## src/design/frtcs_pkg.sv

```systemverilog
package frtcs_pkg;

	// ==========================================================
	// register byte addresses on apb
	localparam logic [7:0] ADDR_CONTROL = 8'h00;
	localparam logic [7:0] ADDR_STATUS = 8'h04;
	localparam logic [7:0] ADDR_COUNTER = 8'h08;
	localparam logic [7:0] ADDR_CMP_A = 8'h0C;
	localparam logic [7:0] ADDR_CMP_B = 8'h10;
	localparam logic [7:0] ADDR_CAPTURE = 8'h14;
	localparam logic [7:0] ADDR_SERVICE = 8'h18;

	// ==========================================================
	// control field positions
	localparam int CTL_CAP_IE = 7;
	localparam int CTL_CMPB_IE = 6;
	localparam int CTL_CMPA_IE = 5;
	localparam int CTL_WRAP_IE = 4;
	localparam int CTL_CMPB_OE = 3;
	localparam int CTL_CMPA_OE = 2;
	localparam int CTL_CKS_HI = 1;
	localparam int CTL_CKS_LO = 0;

	// ==========================================================
	// status field positions
	localparam int STS_CAP_F = 7;
	localparam int STS_CMPB_F = 6;
	localparam int STS_CMPA_F = 5;
	localparam int STS_WRAP_F = 4;
	localparam int STS_CMPB_LVL = 3;
	localparam int STS_CMPA_LVL = 2;
	localparam int STS_EDGE = 1;
	localparam int STS_CLR_A = 0;

	// service strobe bit positions
	localparam int SVC_CAP = 0;
	localparam int SVC_CMPA = 1;
	localparam int SVC_CMPB = 2;

	// ==========================================================
	// reset values
	localparam logic [7:0] RST_CONTROL = 8'h00;
	localparam logic [7:0] RST_STATUS = 8'h00;
	localparam logic [15:0] RST_COUNTER = 16'h0000;
	localparam logic [15:0] RST_CMP = 16'hFFFF;
	localparam logic [15:0] RST_CAPTURE = 16'h0000;
	localparam logic [15:0] CNT_ALL_ONES = 16'hFFFF;

	// ==========================================================
	// clock select codes and prescale divisors
	localparam logic [1:0] CKS_DIV4 = 2'h0;
	localparam logic [1:0] CKS_DIV8 = 2'h1;
	localparam logic [1:0] CKS_DIV32 = 2'h2;
	localparam logic [1:0] CKS_EXT = 2'h3;
	localparam int DIV4 = 4;
	localparam int DIV8 = 8;
	localparam int DIV32 = 32;

	// interrupt request bundle
	typedef struct packed {
		logic capture_irq;
		logic cmp_b_irq;
		logic cmp_a_irq;
		logic wrap_irq;
	} frtcs_irq_t;

	// transfer controller service strobes
	typedef struct packed {
		logic cmp_b;
		logic cmp_a;
		logic capture;
	} frtcs_svc_t;

endpackage

```

## src/design/frtcs_timer.sv

```systemverilog
// The placing of the registers and the APB interface to the registers were decided locally.
`timescale 1ns/1ns
// ==========================================================
// Notes on behaviour
// RULE1 - capture request is flag and enable
// RULE2 - compare-B request is flag and enable
// RULE3 - compare-A request is flag and enable
// RULE4 - wrap request is flag and enable
// RULE5 - compare-B pin driven only when enabled
// RULE6 - compare-A pin driven only when enabled
// RULE7 - clock select: div4, div8, div32, external
// RULE8 - software writes only clear the flags
// RULE9 - standby and reset zero status register
// RULE10 - capture sets capture flag
// RULE11 - flag cleared by zero after read
// RULE12 - transfer service clears three flags
// RULE13 - compare-B match sets its flag
// RULE14 - compare-A match sets its flag
// RULE15 - wrap to zero sets wrap flag
// RULE16 - level bit picks compare-B pin level
// RULE17 - level bit picks compare-A pin level
// RULE18 - edge bit picks capture edge
// RULE19 - clear bit governs compare-A clear
// RULE20 - compare-A match clears counter when set
// RULE21 - compare pins low until first match
// RULE22 - match fires just before counter advances
// RULE23 - sixteen bit counter advances per tick
// RULE24 - four separate level requests
module frtcs_timer
	import frtcs_pkg::*;
(
	input wire logic pclk,
	input wire logic presetn,
	input wire logic psel,
	input wire logic penable,
	input wire logic pwrite,
	input wire logic [7:0] paddr,
	input wire logic [31:0] pwdata,
	output logic [31:0] prdata,
	output logic pready,
	output logic pslverr,
	input wire logic standby,
	input wire logic ext_clk,
	input wire logic capture_pin,
	input wire frtcs_pkg::frtcs_svc_t svc,
	output logic cmp_a_pin,
	output logic cmp_b_pin,
	output frtcs_pkg::frtcs_irq_t irq
);
	import frtcs_pkg::*;

	// ==========================================================
	// state
	logic [7:0] timer_control, next_timer_control;
	logic [7:0] timer_control_status, next_timer_control_status;
	logic [15:0] up_counter, next_up_counter;
	logic [15:0] compare_reg_a, next_compare_reg_a;
	logic [15:0] compare_reg_b, next_compare_reg_b;
	logic [15:0] capture_reg, next_capture_reg;
	logic [3:0] flag_seen, next_flag_seen;
	logic [4:0] prescale, next_prescale;
	logic cmp_a_pin_q, next_cmp_a_pin_q;
	logic cmp_b_pin_q, next_cmp_b_pin_q;
	logic [2:0] ext_sync, cap_sync;
	logic [31:0] next_prdata;

	// ==========================================================
	// bus decode
	logic wr_en, rd_setup;
	logic tick, ext_rise, cap_event, match_a, match_b, wrap;
	logic [3:0] flag_set, flag_clear;

	assign pready = 1'b1;
	assign pslverr = 1'b0;
	assign wr_en = psel && penable && pwrite;
	// read data loads in setup so it stands at the access edge
	assign rd_setup = psel && !penable && !pwrite;

	// pin synchronisers, third stage only for edge detect
	always_ff @(posedge pclk or negedge presetn)
	begin
		if (!presetn)
		begin
			ext_sync <= 3'h0;
			cap_sync <= 3'h0;
		end
		else
		begin
			ext_sync <= {ext_sync[1:0], ext_clk};
			cap_sync <= {cap_sync[1:0], capture_pin};
		end
	end

	// tick selection and event detection
	always_comb
	begin
		ext_rise = ext_sync[1] && !ext_sync[2];
		// standby restarts the prescaler
		if (standby) // RULE9
			next_prescale = 5'h00;
		else
			next_prescale = 5'(prescale + 5'h01);
		case (timer_control[CTL_CKS_HI:CTL_CKS_LO]) // RULE7
			CKS_DIV4: tick = prescale[1:0] == 2'(DIV4 - 1);
			CKS_DIV8: tick = prescale[2:0] == 3'(DIV8 - 1);
			CKS_DIV32: tick = prescale == 5'(DIV32 - 1);
			default: tick = ext_rise;
		endcase
		// match seen in the last state before advance
		match_a = tick && up_counter == compare_reg_a; // RULE22
		match_b = tick && up_counter == compare_reg_b; // RULE22
		wrap = tick && up_counter == CNT_ALL_ONES
			&& !(match_a && timer_control_status[STS_CLR_A]);
		if (timer_control_status[STS_EDGE]) // RULE18
			cap_event = cap_sync[1] && !cap_sync[2];
		else
			cap_event = !cap_sync[1] && cap_sync[2];
		flag_set = {cap_event, match_b, match_a, wrap}; // RULE10 RULE13
	end

	// flag clear sources
	always_comb
	begin
		flag_clear = 4'h0;
		if (wr_en && paddr == ADDR_STATUS)
			flag_clear = ~pwdata[7:4] & flag_seen; // RULE8 RULE11
		if (wr_en && paddr == ADDR_SERVICE)
		begin
			flag_clear[3] = flag_clear[3] || pwdata[SVC_CAP];
			flag_clear[1] = flag_clear[1] || pwdata[SVC_CMPA];
			flag_clear[2] = flag_clear[2] || pwdata[SVC_CMPB];
		end
		flag_clear[3] = flag_clear[3] || svc.capture; // RULE12
		flag_clear[1] = flag_clear[1] || svc.cmp_a; // RULE12
		flag_clear[2] = flag_clear[2] || svc.cmp_b; // RULE12
	end

	// next register values
	always_comb
	begin
		next_timer_control = timer_control;
		next_timer_control_status = timer_control_status;
		next_up_counter = up_counter;
		next_compare_reg_a = compare_reg_a;
		next_compare_reg_b = compare_reg_b;
		next_capture_reg = capture_reg;
		next_flag_seen = flag_seen;
		next_cmp_a_pin_q = cmp_a_pin_q;
		next_cmp_b_pin_q = cmp_b_pin_q;
		next_prdata = 32'h0;
		// counter advance, optional clear on compare-A
		if (match_a && timer_control_status[STS_CLR_A]) // RULE20 RULE19
			next_up_counter = RST_COUNTER;
		else if (tick)
			next_up_counter = 16'(up_counter + 16'h0001); // RULE23 RULE15
		if (cap_event)
			next_capture_reg = up_counter; // RULE10
		// compare pins take the selected level on match
		if (match_a && timer_control[CTL_CMPA_OE]) // RULE6
			next_cmp_a_pin_q = timer_control_status[STS_CMPA_LVL]; // RULE17
		if (match_b && timer_control[CTL_CMPB_OE]) // RULE5
			next_cmp_b_pin_q = timer_control_status[STS_CMPB_LVL]; // RULE16
		// software writes
		if (wr_en)
		begin
			if (paddr == ADDR_CONTROL)
				next_timer_control = pwdata[7:0];
			else if (paddr == ADDR_STATUS)
				next_timer_control_status[3:0] = pwdata[3:0];
			else if (paddr == ADDR_COUNTER)
				next_up_counter = pwdata[15:0];
			else if (paddr == ADDR_CMP_A)
				next_compare_reg_a = pwdata[15:0];
			else if (paddr == ADDR_CMP_B)
				next_compare_reg_b = pwdata[15:0];
		end
		// flags: set wins over clear
		next_timer_control_status[7:4] = (timer_control_status[7:4]
			& ~flag_clear) | flag_set; // RULE8 RULE11
		// read of a flag as one arms its clear
		if (rd_setup && paddr == ADDR_STATUS)
			next_flag_seen = timer_control_status[7:4]; // RULE11
		next_flag_seen = next_flag_seen & next_timer_control_status[7:4];
		// read data, held through the access phase
		if (rd_setup)
		begin
			if (paddr == ADDR_CONTROL)
				next_prdata = {24'h0, timer_control};
			else if (paddr == ADDR_STATUS)
				next_prdata = {24'h0, timer_control_status};
			else if (paddr == ADDR_COUNTER)
				next_prdata = {16'h0, up_counter};
			else if (paddr == ADDR_CMP_A)
				next_prdata = {16'h0, compare_reg_a};
			else if (paddr == ADDR_CMP_B)
				next_prdata = {16'h0, compare_reg_b};
			else if (paddr == ADDR_CAPTURE)
				next_prdata = {16'h0, capture_reg};
			else
				next_prdata = 32'h0;
		end
		// standby forces every register except prdata and the pin synchronisers to reset values
		if (standby) // RULE9
		begin
			next_timer_control = RST_CONTROL;
			next_timer_control_status = RST_STATUS;
			next_up_counter = RST_COUNTER;
			next_compare_reg_a = RST_CMP;
			next_compare_reg_b = RST_CMP;
			next_capture_reg = RST_CAPTURE;
			next_flag_seen = 4'h0;
			next_cmp_a_pin_q = 1'b0;
			next_cmp_b_pin_q = 1'b0;
		end
	end

	// register stage
	always_ff @(posedge pclk or negedge presetn)
	begin
		if (!presetn)
		begin
			timer_control <= RST_CONTROL;
			timer_control_status <= RST_STATUS; // RULE9
			up_counter <= RST_COUNTER;
			compare_reg_a <= RST_CMP;
			compare_reg_b <= RST_CMP;
			capture_reg <= RST_CAPTURE;
			flag_seen <= 4'h0;
			prescale <= 5'h00;
			cmp_a_pin_q <= 1'b0; // RULE21
			cmp_b_pin_q <= 1'b0; // RULE21
			prdata <= 32'h0;
		end
		else
		begin
			timer_control <= next_timer_control;
			timer_control_status <= next_timer_control_status;
			up_counter <= next_up_counter;
			compare_reg_a <= next_compare_reg_a;
			compare_reg_b <= next_compare_reg_b;
			capture_reg <= next_capture_reg;
			flag_seen <= next_flag_seen;
			prescale <= next_prescale;
			cmp_a_pin_q <= next_cmp_a_pin_q;
			cmp_b_pin_q <= next_cmp_b_pin_q;
			prdata <= next_prdata;
		end
	end

	// outputs
	assign cmp_a_pin = cmp_a_pin_q;
	assign cmp_b_pin = cmp_b_pin_q;
	assign irq.capture_irq = timer_control[CTL_CAP_IE]
		&& timer_control_status[STS_CAP_F]; // RULE1 RULE24
	assign irq.cmp_b_irq = timer_control[CTL_CMPB_IE]
		&& timer_control_status[STS_CMPB_F]; // RULE2 RULE24
	assign irq.cmp_a_irq = timer_control[CTL_CMPA_IE]
		&& timer_control_status[STS_CMPA_F]; // RULE3 RULE24
	assign irq.wrap_irq = timer_control[CTL_WRAP_IE]
		&& timer_control_status[STS_WRAP_F]; // RULE4 RULE24

	// ==========================================================
	// assertions
	property p_cap_irq;
		@(posedge pclk) disable iff (!presetn)
		irq.capture_irq == (timer_control[CTL_CAP_IE]
			&& timer_control_status[STS_CAP_F]);
	endproperty
	a_cap_irq: assert property (p_cap_irq) // RULE1
		else $error("capture request wrong");

	property p_cmpb_irq;
		@(posedge pclk) disable iff (!presetn)
		!timer_control[CTL_CMPB_IE] |-> !irq.cmp_b_irq;
	endproperty
	a_cmpb_irq: assert property (p_cmpb_irq) // RULE2
		else $error("compare-B request not gated");

	property p_cmpa_irq;
		@(posedge pclk) disable iff (!presetn)
		(timer_control[CTL_CMPA_IE] && timer_control_status[STS_CMPA_F])
			|-> irq.cmp_a_irq;
	endproperty
	a_cmpa_irq: assert property (p_cmpa_irq) // RULE3
		else $error("compare-A request missing");

	property p_wrap_irq;
		@(posedge pclk) disable iff (!presetn)
		irq.wrap_irq |-> timer_control_status[STS_WRAP_F];
	endproperty
	a_wrap_irq: assert property (p_wrap_irq) // RULE4
		else $error("wrap request without flag");

	property p_pin_a;
		@(posedge pclk) disable iff (!presetn)
		(match_a && timer_control[CTL_CMPA_OE] && !standby)
			|=> cmp_a_pin == $past(timer_control_status[STS_CMPA_LVL]);
	endproperty
	a_pin_a: assert property (p_pin_a) // RULE6
		else $error("compare-A pin level wrong");

	property p_pin_b_hold;
		@(posedge pclk) disable iff (!presetn)
		(!timer_control[CTL_CMPB_OE] && !standby) |=> $stable(cmp_b_pin);
	endproperty
	a_pin_b_hold: assert property (p_pin_b_hold) // RULE5
		else $error("compare-B pin moved while disabled");

	property p_wrap_set;
		@(posedge pclk) disable iff (!presetn)
		(wrap && !standby && !(wr_en && paddr == ADDR_COUNTER))
			|=> timer_control_status[STS_WRAP_F]
			&& up_counter == 16'h0000;
	endproperty
	a_wrap_set: assert property (p_wrap_set) // RULE15
		else $error("wrap flag not set");

	property p_clear_a;
		@(posedge pclk) disable iff (!presetn)
		(match_a && timer_control_status[STS_CLR_A] && !standby
			&& !(wr_en && paddr == ADDR_COUNTER)) |=> up_counter == 16'h0;
	endproperty
	a_clear_a: assert property (p_clear_a) // RULE20
		else $error("counter not cleared on compare-A");

	property p_no_sw_set;
		@(posedge pclk) disable iff (!presetn)
		(!timer_control_status[STS_CMPB_F] && !match_b)
			|=> !timer_control_status[STS_CMPB_F];
	endproperty
	a_no_sw_set: assert property (p_no_sw_set) // RULE8
		else $error("flag set without event");

	property p_standby;
		@(posedge pclk) disable iff (!presetn)
		standby |=> timer_control_status == 8'h00;
	endproperty
	a_standby: assert property (p_standby) // RULE9
		else $error("status not zero in standby");

	property p_cap_set;
		@(posedge pclk) disable iff (!presetn)
		(cap_event && !standby) |=> timer_control_status[STS_CAP_F]
			&& capture_reg == $past(up_counter);
	endproperty
	a_cap_set: assert property (p_cap_set) // RULE10
		else $error("capture flag or value wrong");

	property p_cmpb_set;
		@(posedge pclk) disable iff (!presetn)
		(match_b && !standby) |=> timer_control_status[STS_CMPB_F];
	endproperty
	a_cmpb_set: assert property (p_cmpb_set) // RULE13
		else $error("compare-B flag not set");

	property p_cmpa_set;
		@(posedge pclk) disable iff (!presetn)
		(match_a && !standby) |=> timer_control_status[STS_CMPA_F];
	endproperty
	a_cmpa_set: assert property (p_cmpa_set) // RULE14
		else $error("compare-A flag not set");

	property p_svc_clear;
		@(posedge pclk) disable iff (!presetn)
		(svc.cmp_b && !match_b && !standby)
			|=> !timer_control_status[STS_CMPB_F];
	endproperty
	a_svc_clear: assert property (p_svc_clear) // RULE12
		else $error("service did not clear compare-B flag");

	c_capture: cover property (@(posedge pclk) disable iff (!presetn)
		cap_event ##1 irq.capture_irq);
	c_match_a: cover property (@(posedge pclk) disable iff (!presetn)
		match_a && timer_control[CTL_CMPA_OE]);
	c_wrap: cover property (@(posedge pclk) disable iff (!presetn) wrap);
	c_svc: cover property (@(posedge pclk) disable iff (!presetn)
		svc.capture && timer_control_status[STS_CAP_F]);

endmodule

```

## config.mk

```make
export PLATFORM = sky130hd
export DESIGN_NAME = frtcs_timer
export DESIGN_NICKNAME = d
export VERILOG_FILES = /design/src/design/frtcs_pkg.sv /design/src/design/frtcs_timer.sv
export SDC_FILE = /design/constraint.sdc
export NUM_CORES = 1
export LEC_CHECK = 0
export ABC_AREA = 1
export BUFFER_PORTS_ARGS = -buffer_cell sky130_fd_sc_hd__buf_4
export CORE_ASPECT_RATIO = 0.8
export CORE_MARGIN = 5
export CORE_UTILIZATION = 58
export CTS_CLUSTER_SIZE = 14
export DETAILED_ROUTE_END_ITERATION = 12
export HOLD_SLACK_MARGIN = 0.12
export PLACE_DENSITY = 0.8
export SLEW_MARGIN = 10
export SYNTH_ARGS = -nofsm -noshare
export SYNTH_HDL_FRONTEND = slang
export SYNTH_SLANG_ARGS = --single-unit
export TNS_END_PERCENT = 1
```

## constraint.sdc

```tcl
create_clock -name pclk -period 2.75 [get_ports pclk]
set_clock_uncertainty 0.15 [all_clocks]
set_input_delay 0.55 -clock pclk [delete_from_list [all_inputs] [get_ports pclk]]
set_output_delay 0.55 -clock pclk [all_outputs]
set_load 0.05 [all_outputs]
```

==> run summary <==
dominant cell type by area after synthesis: dfrtp_1
Post-Route Utilization: 70.0%
RSZ-0062 raised after global routing: false
DRT Pass-1 Iters: 6
vias per cell: 5.66
most frequent cell after synthesis: nand2_1
DRT iter0 DRCs: 602
Final Hold Vio Count: 0
first-pass GRT wire length: 29400 microns
Setup Fix Bufs, Post-CTS: 0
final setup margin: 0.190 ns
worst slack, placed: 0.294 ns
Worst EP arrival: 2.74 ns
worst min path class: reg2reg
setup tns final: 0 ns
TritonCTS Buffers: 17
Max Freq: 391 MHz
Yosys cell types: 40
Worst Path Class, Setup: reg2reg
Tmin final: 2.56 ns
clk sink count: 113
Horiz. Die Dim: 129 microns
Post-synth top cells: nand2_1, nor2_1, inv_1
routed wire length per instance: 17.4 microns
fin. max-slew vios: 0
post-DP HPWL: 13400 microns
post-synthesis instance area: 6540 sq um
clock-pin slew on the worst setup and hold paths: 0.05 ns
Synth top area share: 31.0%
WP data required: 2.93 ns
worst relative slew slack: 50.7%
P per Cell Area: 624 nW/um^2
Design Area, Final: 7650 sq um
Post-DP Area: 6970 sq um
critical-path maximum fanout: 22
largest net degree at the start of global routing: 62
Initial Utilization: 59.8%
register area: 2870 sq um
antenna-violating nets left: 0
DRT Wirelength: 18400 microns
TritonCTS clock tree: done
via count: 5998
share of cells above drive strength 1: 22.2%
FILL cells: 848
Worst-Skew Late Latency: 0.42 ns
initial antenna violation count: 0
CTS resizes: 0
Nets: 959
final setup fails: 0
Multi-input gate area: 3030 sq um
final period utilization: 93.1%
Root Buffer: clkbuf_16
Worst path slowest cell: dfrtp_1
peak supply drop: 0.000479 V
Die ar.: 13500 sq um
FF+latch count, synth: 113
global route overflow: 0
Die Ht: 105 microns
largest cells by area after synthesis: dfrtp_1, dfstp_2, nand2_1
Worst Path Buf+Inv: 1
slowest stage delay, CP: 0.39 ns
# DRC: 0
Hold WS: 0.199 ns
I/O Buffers: 56
Max Cap Violations: 0
sequence of cells on the critical path: ha_1, nand2_1, nor2_1, ha_1, nand2_1, nand3_1, nand2_4, inv_2, nand4_1, nand3_2, o21ai_2
Main synth FF type: dfrtp_1
Antenna Cells: 0
num rows: 34
crit-path leading delay family: simple AND/OR/NAND/NOR gates
post-synthesis sequential area ratio: 43.8%
Max clock buf depth: 2
status: completed
Ports: 91
core area: 10900 sq um
YS warnings: 0
syn_area_per_cell: 7.73 sq um
H-tree depth: 4
asr flop ratio synth: 100%
routability cong.: 0.942
Startpoint Class: register
Leak Pwr: 3.52 nW
GRT Total Usage: 27.9%
number of global-route vias before repair: 5616
Area Growth Syn to Fin: 17.0%
Critical Path Sink Type: register
Worst-Margin Slew: 0.739 ns
Post-synth EDFFs: 0
Mapped Cells: 846
-- worst paths after layout --
check | cells past startpoint | end | slack (ns) | start
worst min-delay path | 0 | cap_sync[1] | 0.20 | cap_sync[0]
worst min register to register | 0 | cap_sync[1] | 0.20 | cap_sync[0]
min in group asynchronous | 2 | up_counter[2] | 0.44 | presetn
worst max register to register | 11 | up_counter[7] | 0.19 | prescale[0]
worst max-delay path | 11 | up_counter[7] | 0.19 | prescale[0]
max in group asynchronous | 3 | compare_reg_b[8] | 1.28 | presetn
-- through the flow --
step                      instances  power (mW)
after floorplan                 862        2.19
after global placement         1026        2.33
after detailed placement       1026        2.34
after CTS                      1060        4.77
after global routing           1060        4.91
final                          1060        4.77
-- final cells by class --
cell class,count,share of cell area (%)
Sequential cell,113,37.5
Timing Repair Buffer,73,7.43
Clock buffer,22,6.20
Clock inverter,9,2.34
Tap cell,144,2.36
Multi-Input combinational cell,607,39.6
Inverter,92,4.58
-- repair_timing --
action | CTS | global route
hold buffers | 3 | 0
hold endpoints to repair | 25 | 0
endpoints found under the setup margin | 0 | 0
-- worst register-to-register path, cell delays in order, from the launching register on --
cell	delay (ns)
dfrtp_1	0.39
ha_1	0.24
nand2_1	0.07
nor2_1	0.04
ha_1	0.17
nand2_1	0.07
nand3_1	0.15
nand2_4	0.17
inv_2	0.19
nand4_1	0.24
nand3_2	0.34
o21ai_2	0.26
-- cells in the final DEF (no fill, tap or decap), types with 3 or more instances in the layout --
| cell type | count |
|---|---|
| o211ai_1 | 8 |
| nand2_4 | 3 |
| o21ai_2 | 15 |
| ha_1 | 4 |
| a21oi_2 | 8 |
| dfstp_2 | 32 |
| o21ai_0 | 62 |
| inv_1 | 84 |
| dlygate4sd3_1 | 3 |
| buf_4 | 69 |
| clkbuf_16 | 17 |
| or2_2 | 5 |
| nand3_2 | 4 |
| nand4_1 | 9 |
| nor3_2 | 3 |
| a21oi_1 | 49 |
| nor2_2 | 18 |
| o22ai_1 | 6 |
| o31ai_1 | 3 |
| nor2_1 | 95 |
| a31oi_1 | 8 |
| xnor2_1 | 12 |
| inv_2 | 7 |
| bufinv_16 | 5 |
| nand2_1 | 220 |
| xor2_1 | 11 |
| conb_1 | 18 |
| clkbuf_8 | 3 |
| nor2_4 | 3 |
| nand3_1 | 31 |
| dfrtp_1 | 81 |
| nor3_1 | 4 |
-- per-layer routing --
| metal | GRT usage, % | routed length (microns) | up-vias |
|---|---|---|---|
| met2 | 39.8 | 7880 | 373 |
| met1 | 39.6 | 7550 | 2780 |
| met3 | 11.3 | 2580 | 50 |
| li1 | - | - | 2795 |
| met5 | 0 | 0 | - |
| met4 | 7.05 | 423 | 0 |
-- kinds of logic after synthesis --
family,count (synthesis),synth area share (%)
and+or+nand+nor,400,27.0
buffers and inverters,142,10.7
adders and majority gates,4,0.765
AOI/OAI and AO/OA,162,14.4
other,2,0.115
xor gates and xnor gates,23,3.08
DFF,113,43.8
-- power breakdown --
| group | total [mW] | leakage [nW] | internal (mW) | switching, mW |
|---|---|---|---|---|
| clock | 2.44 | 0.312 | 1.67 | 0.762 |
| combinational | 0.497 | 1.76 | 0.152 | 0.345 |
| sequential | 1.84 | 1.44 | 1.76 | 0.0821 |
Power figures use the tool's default switching activity.
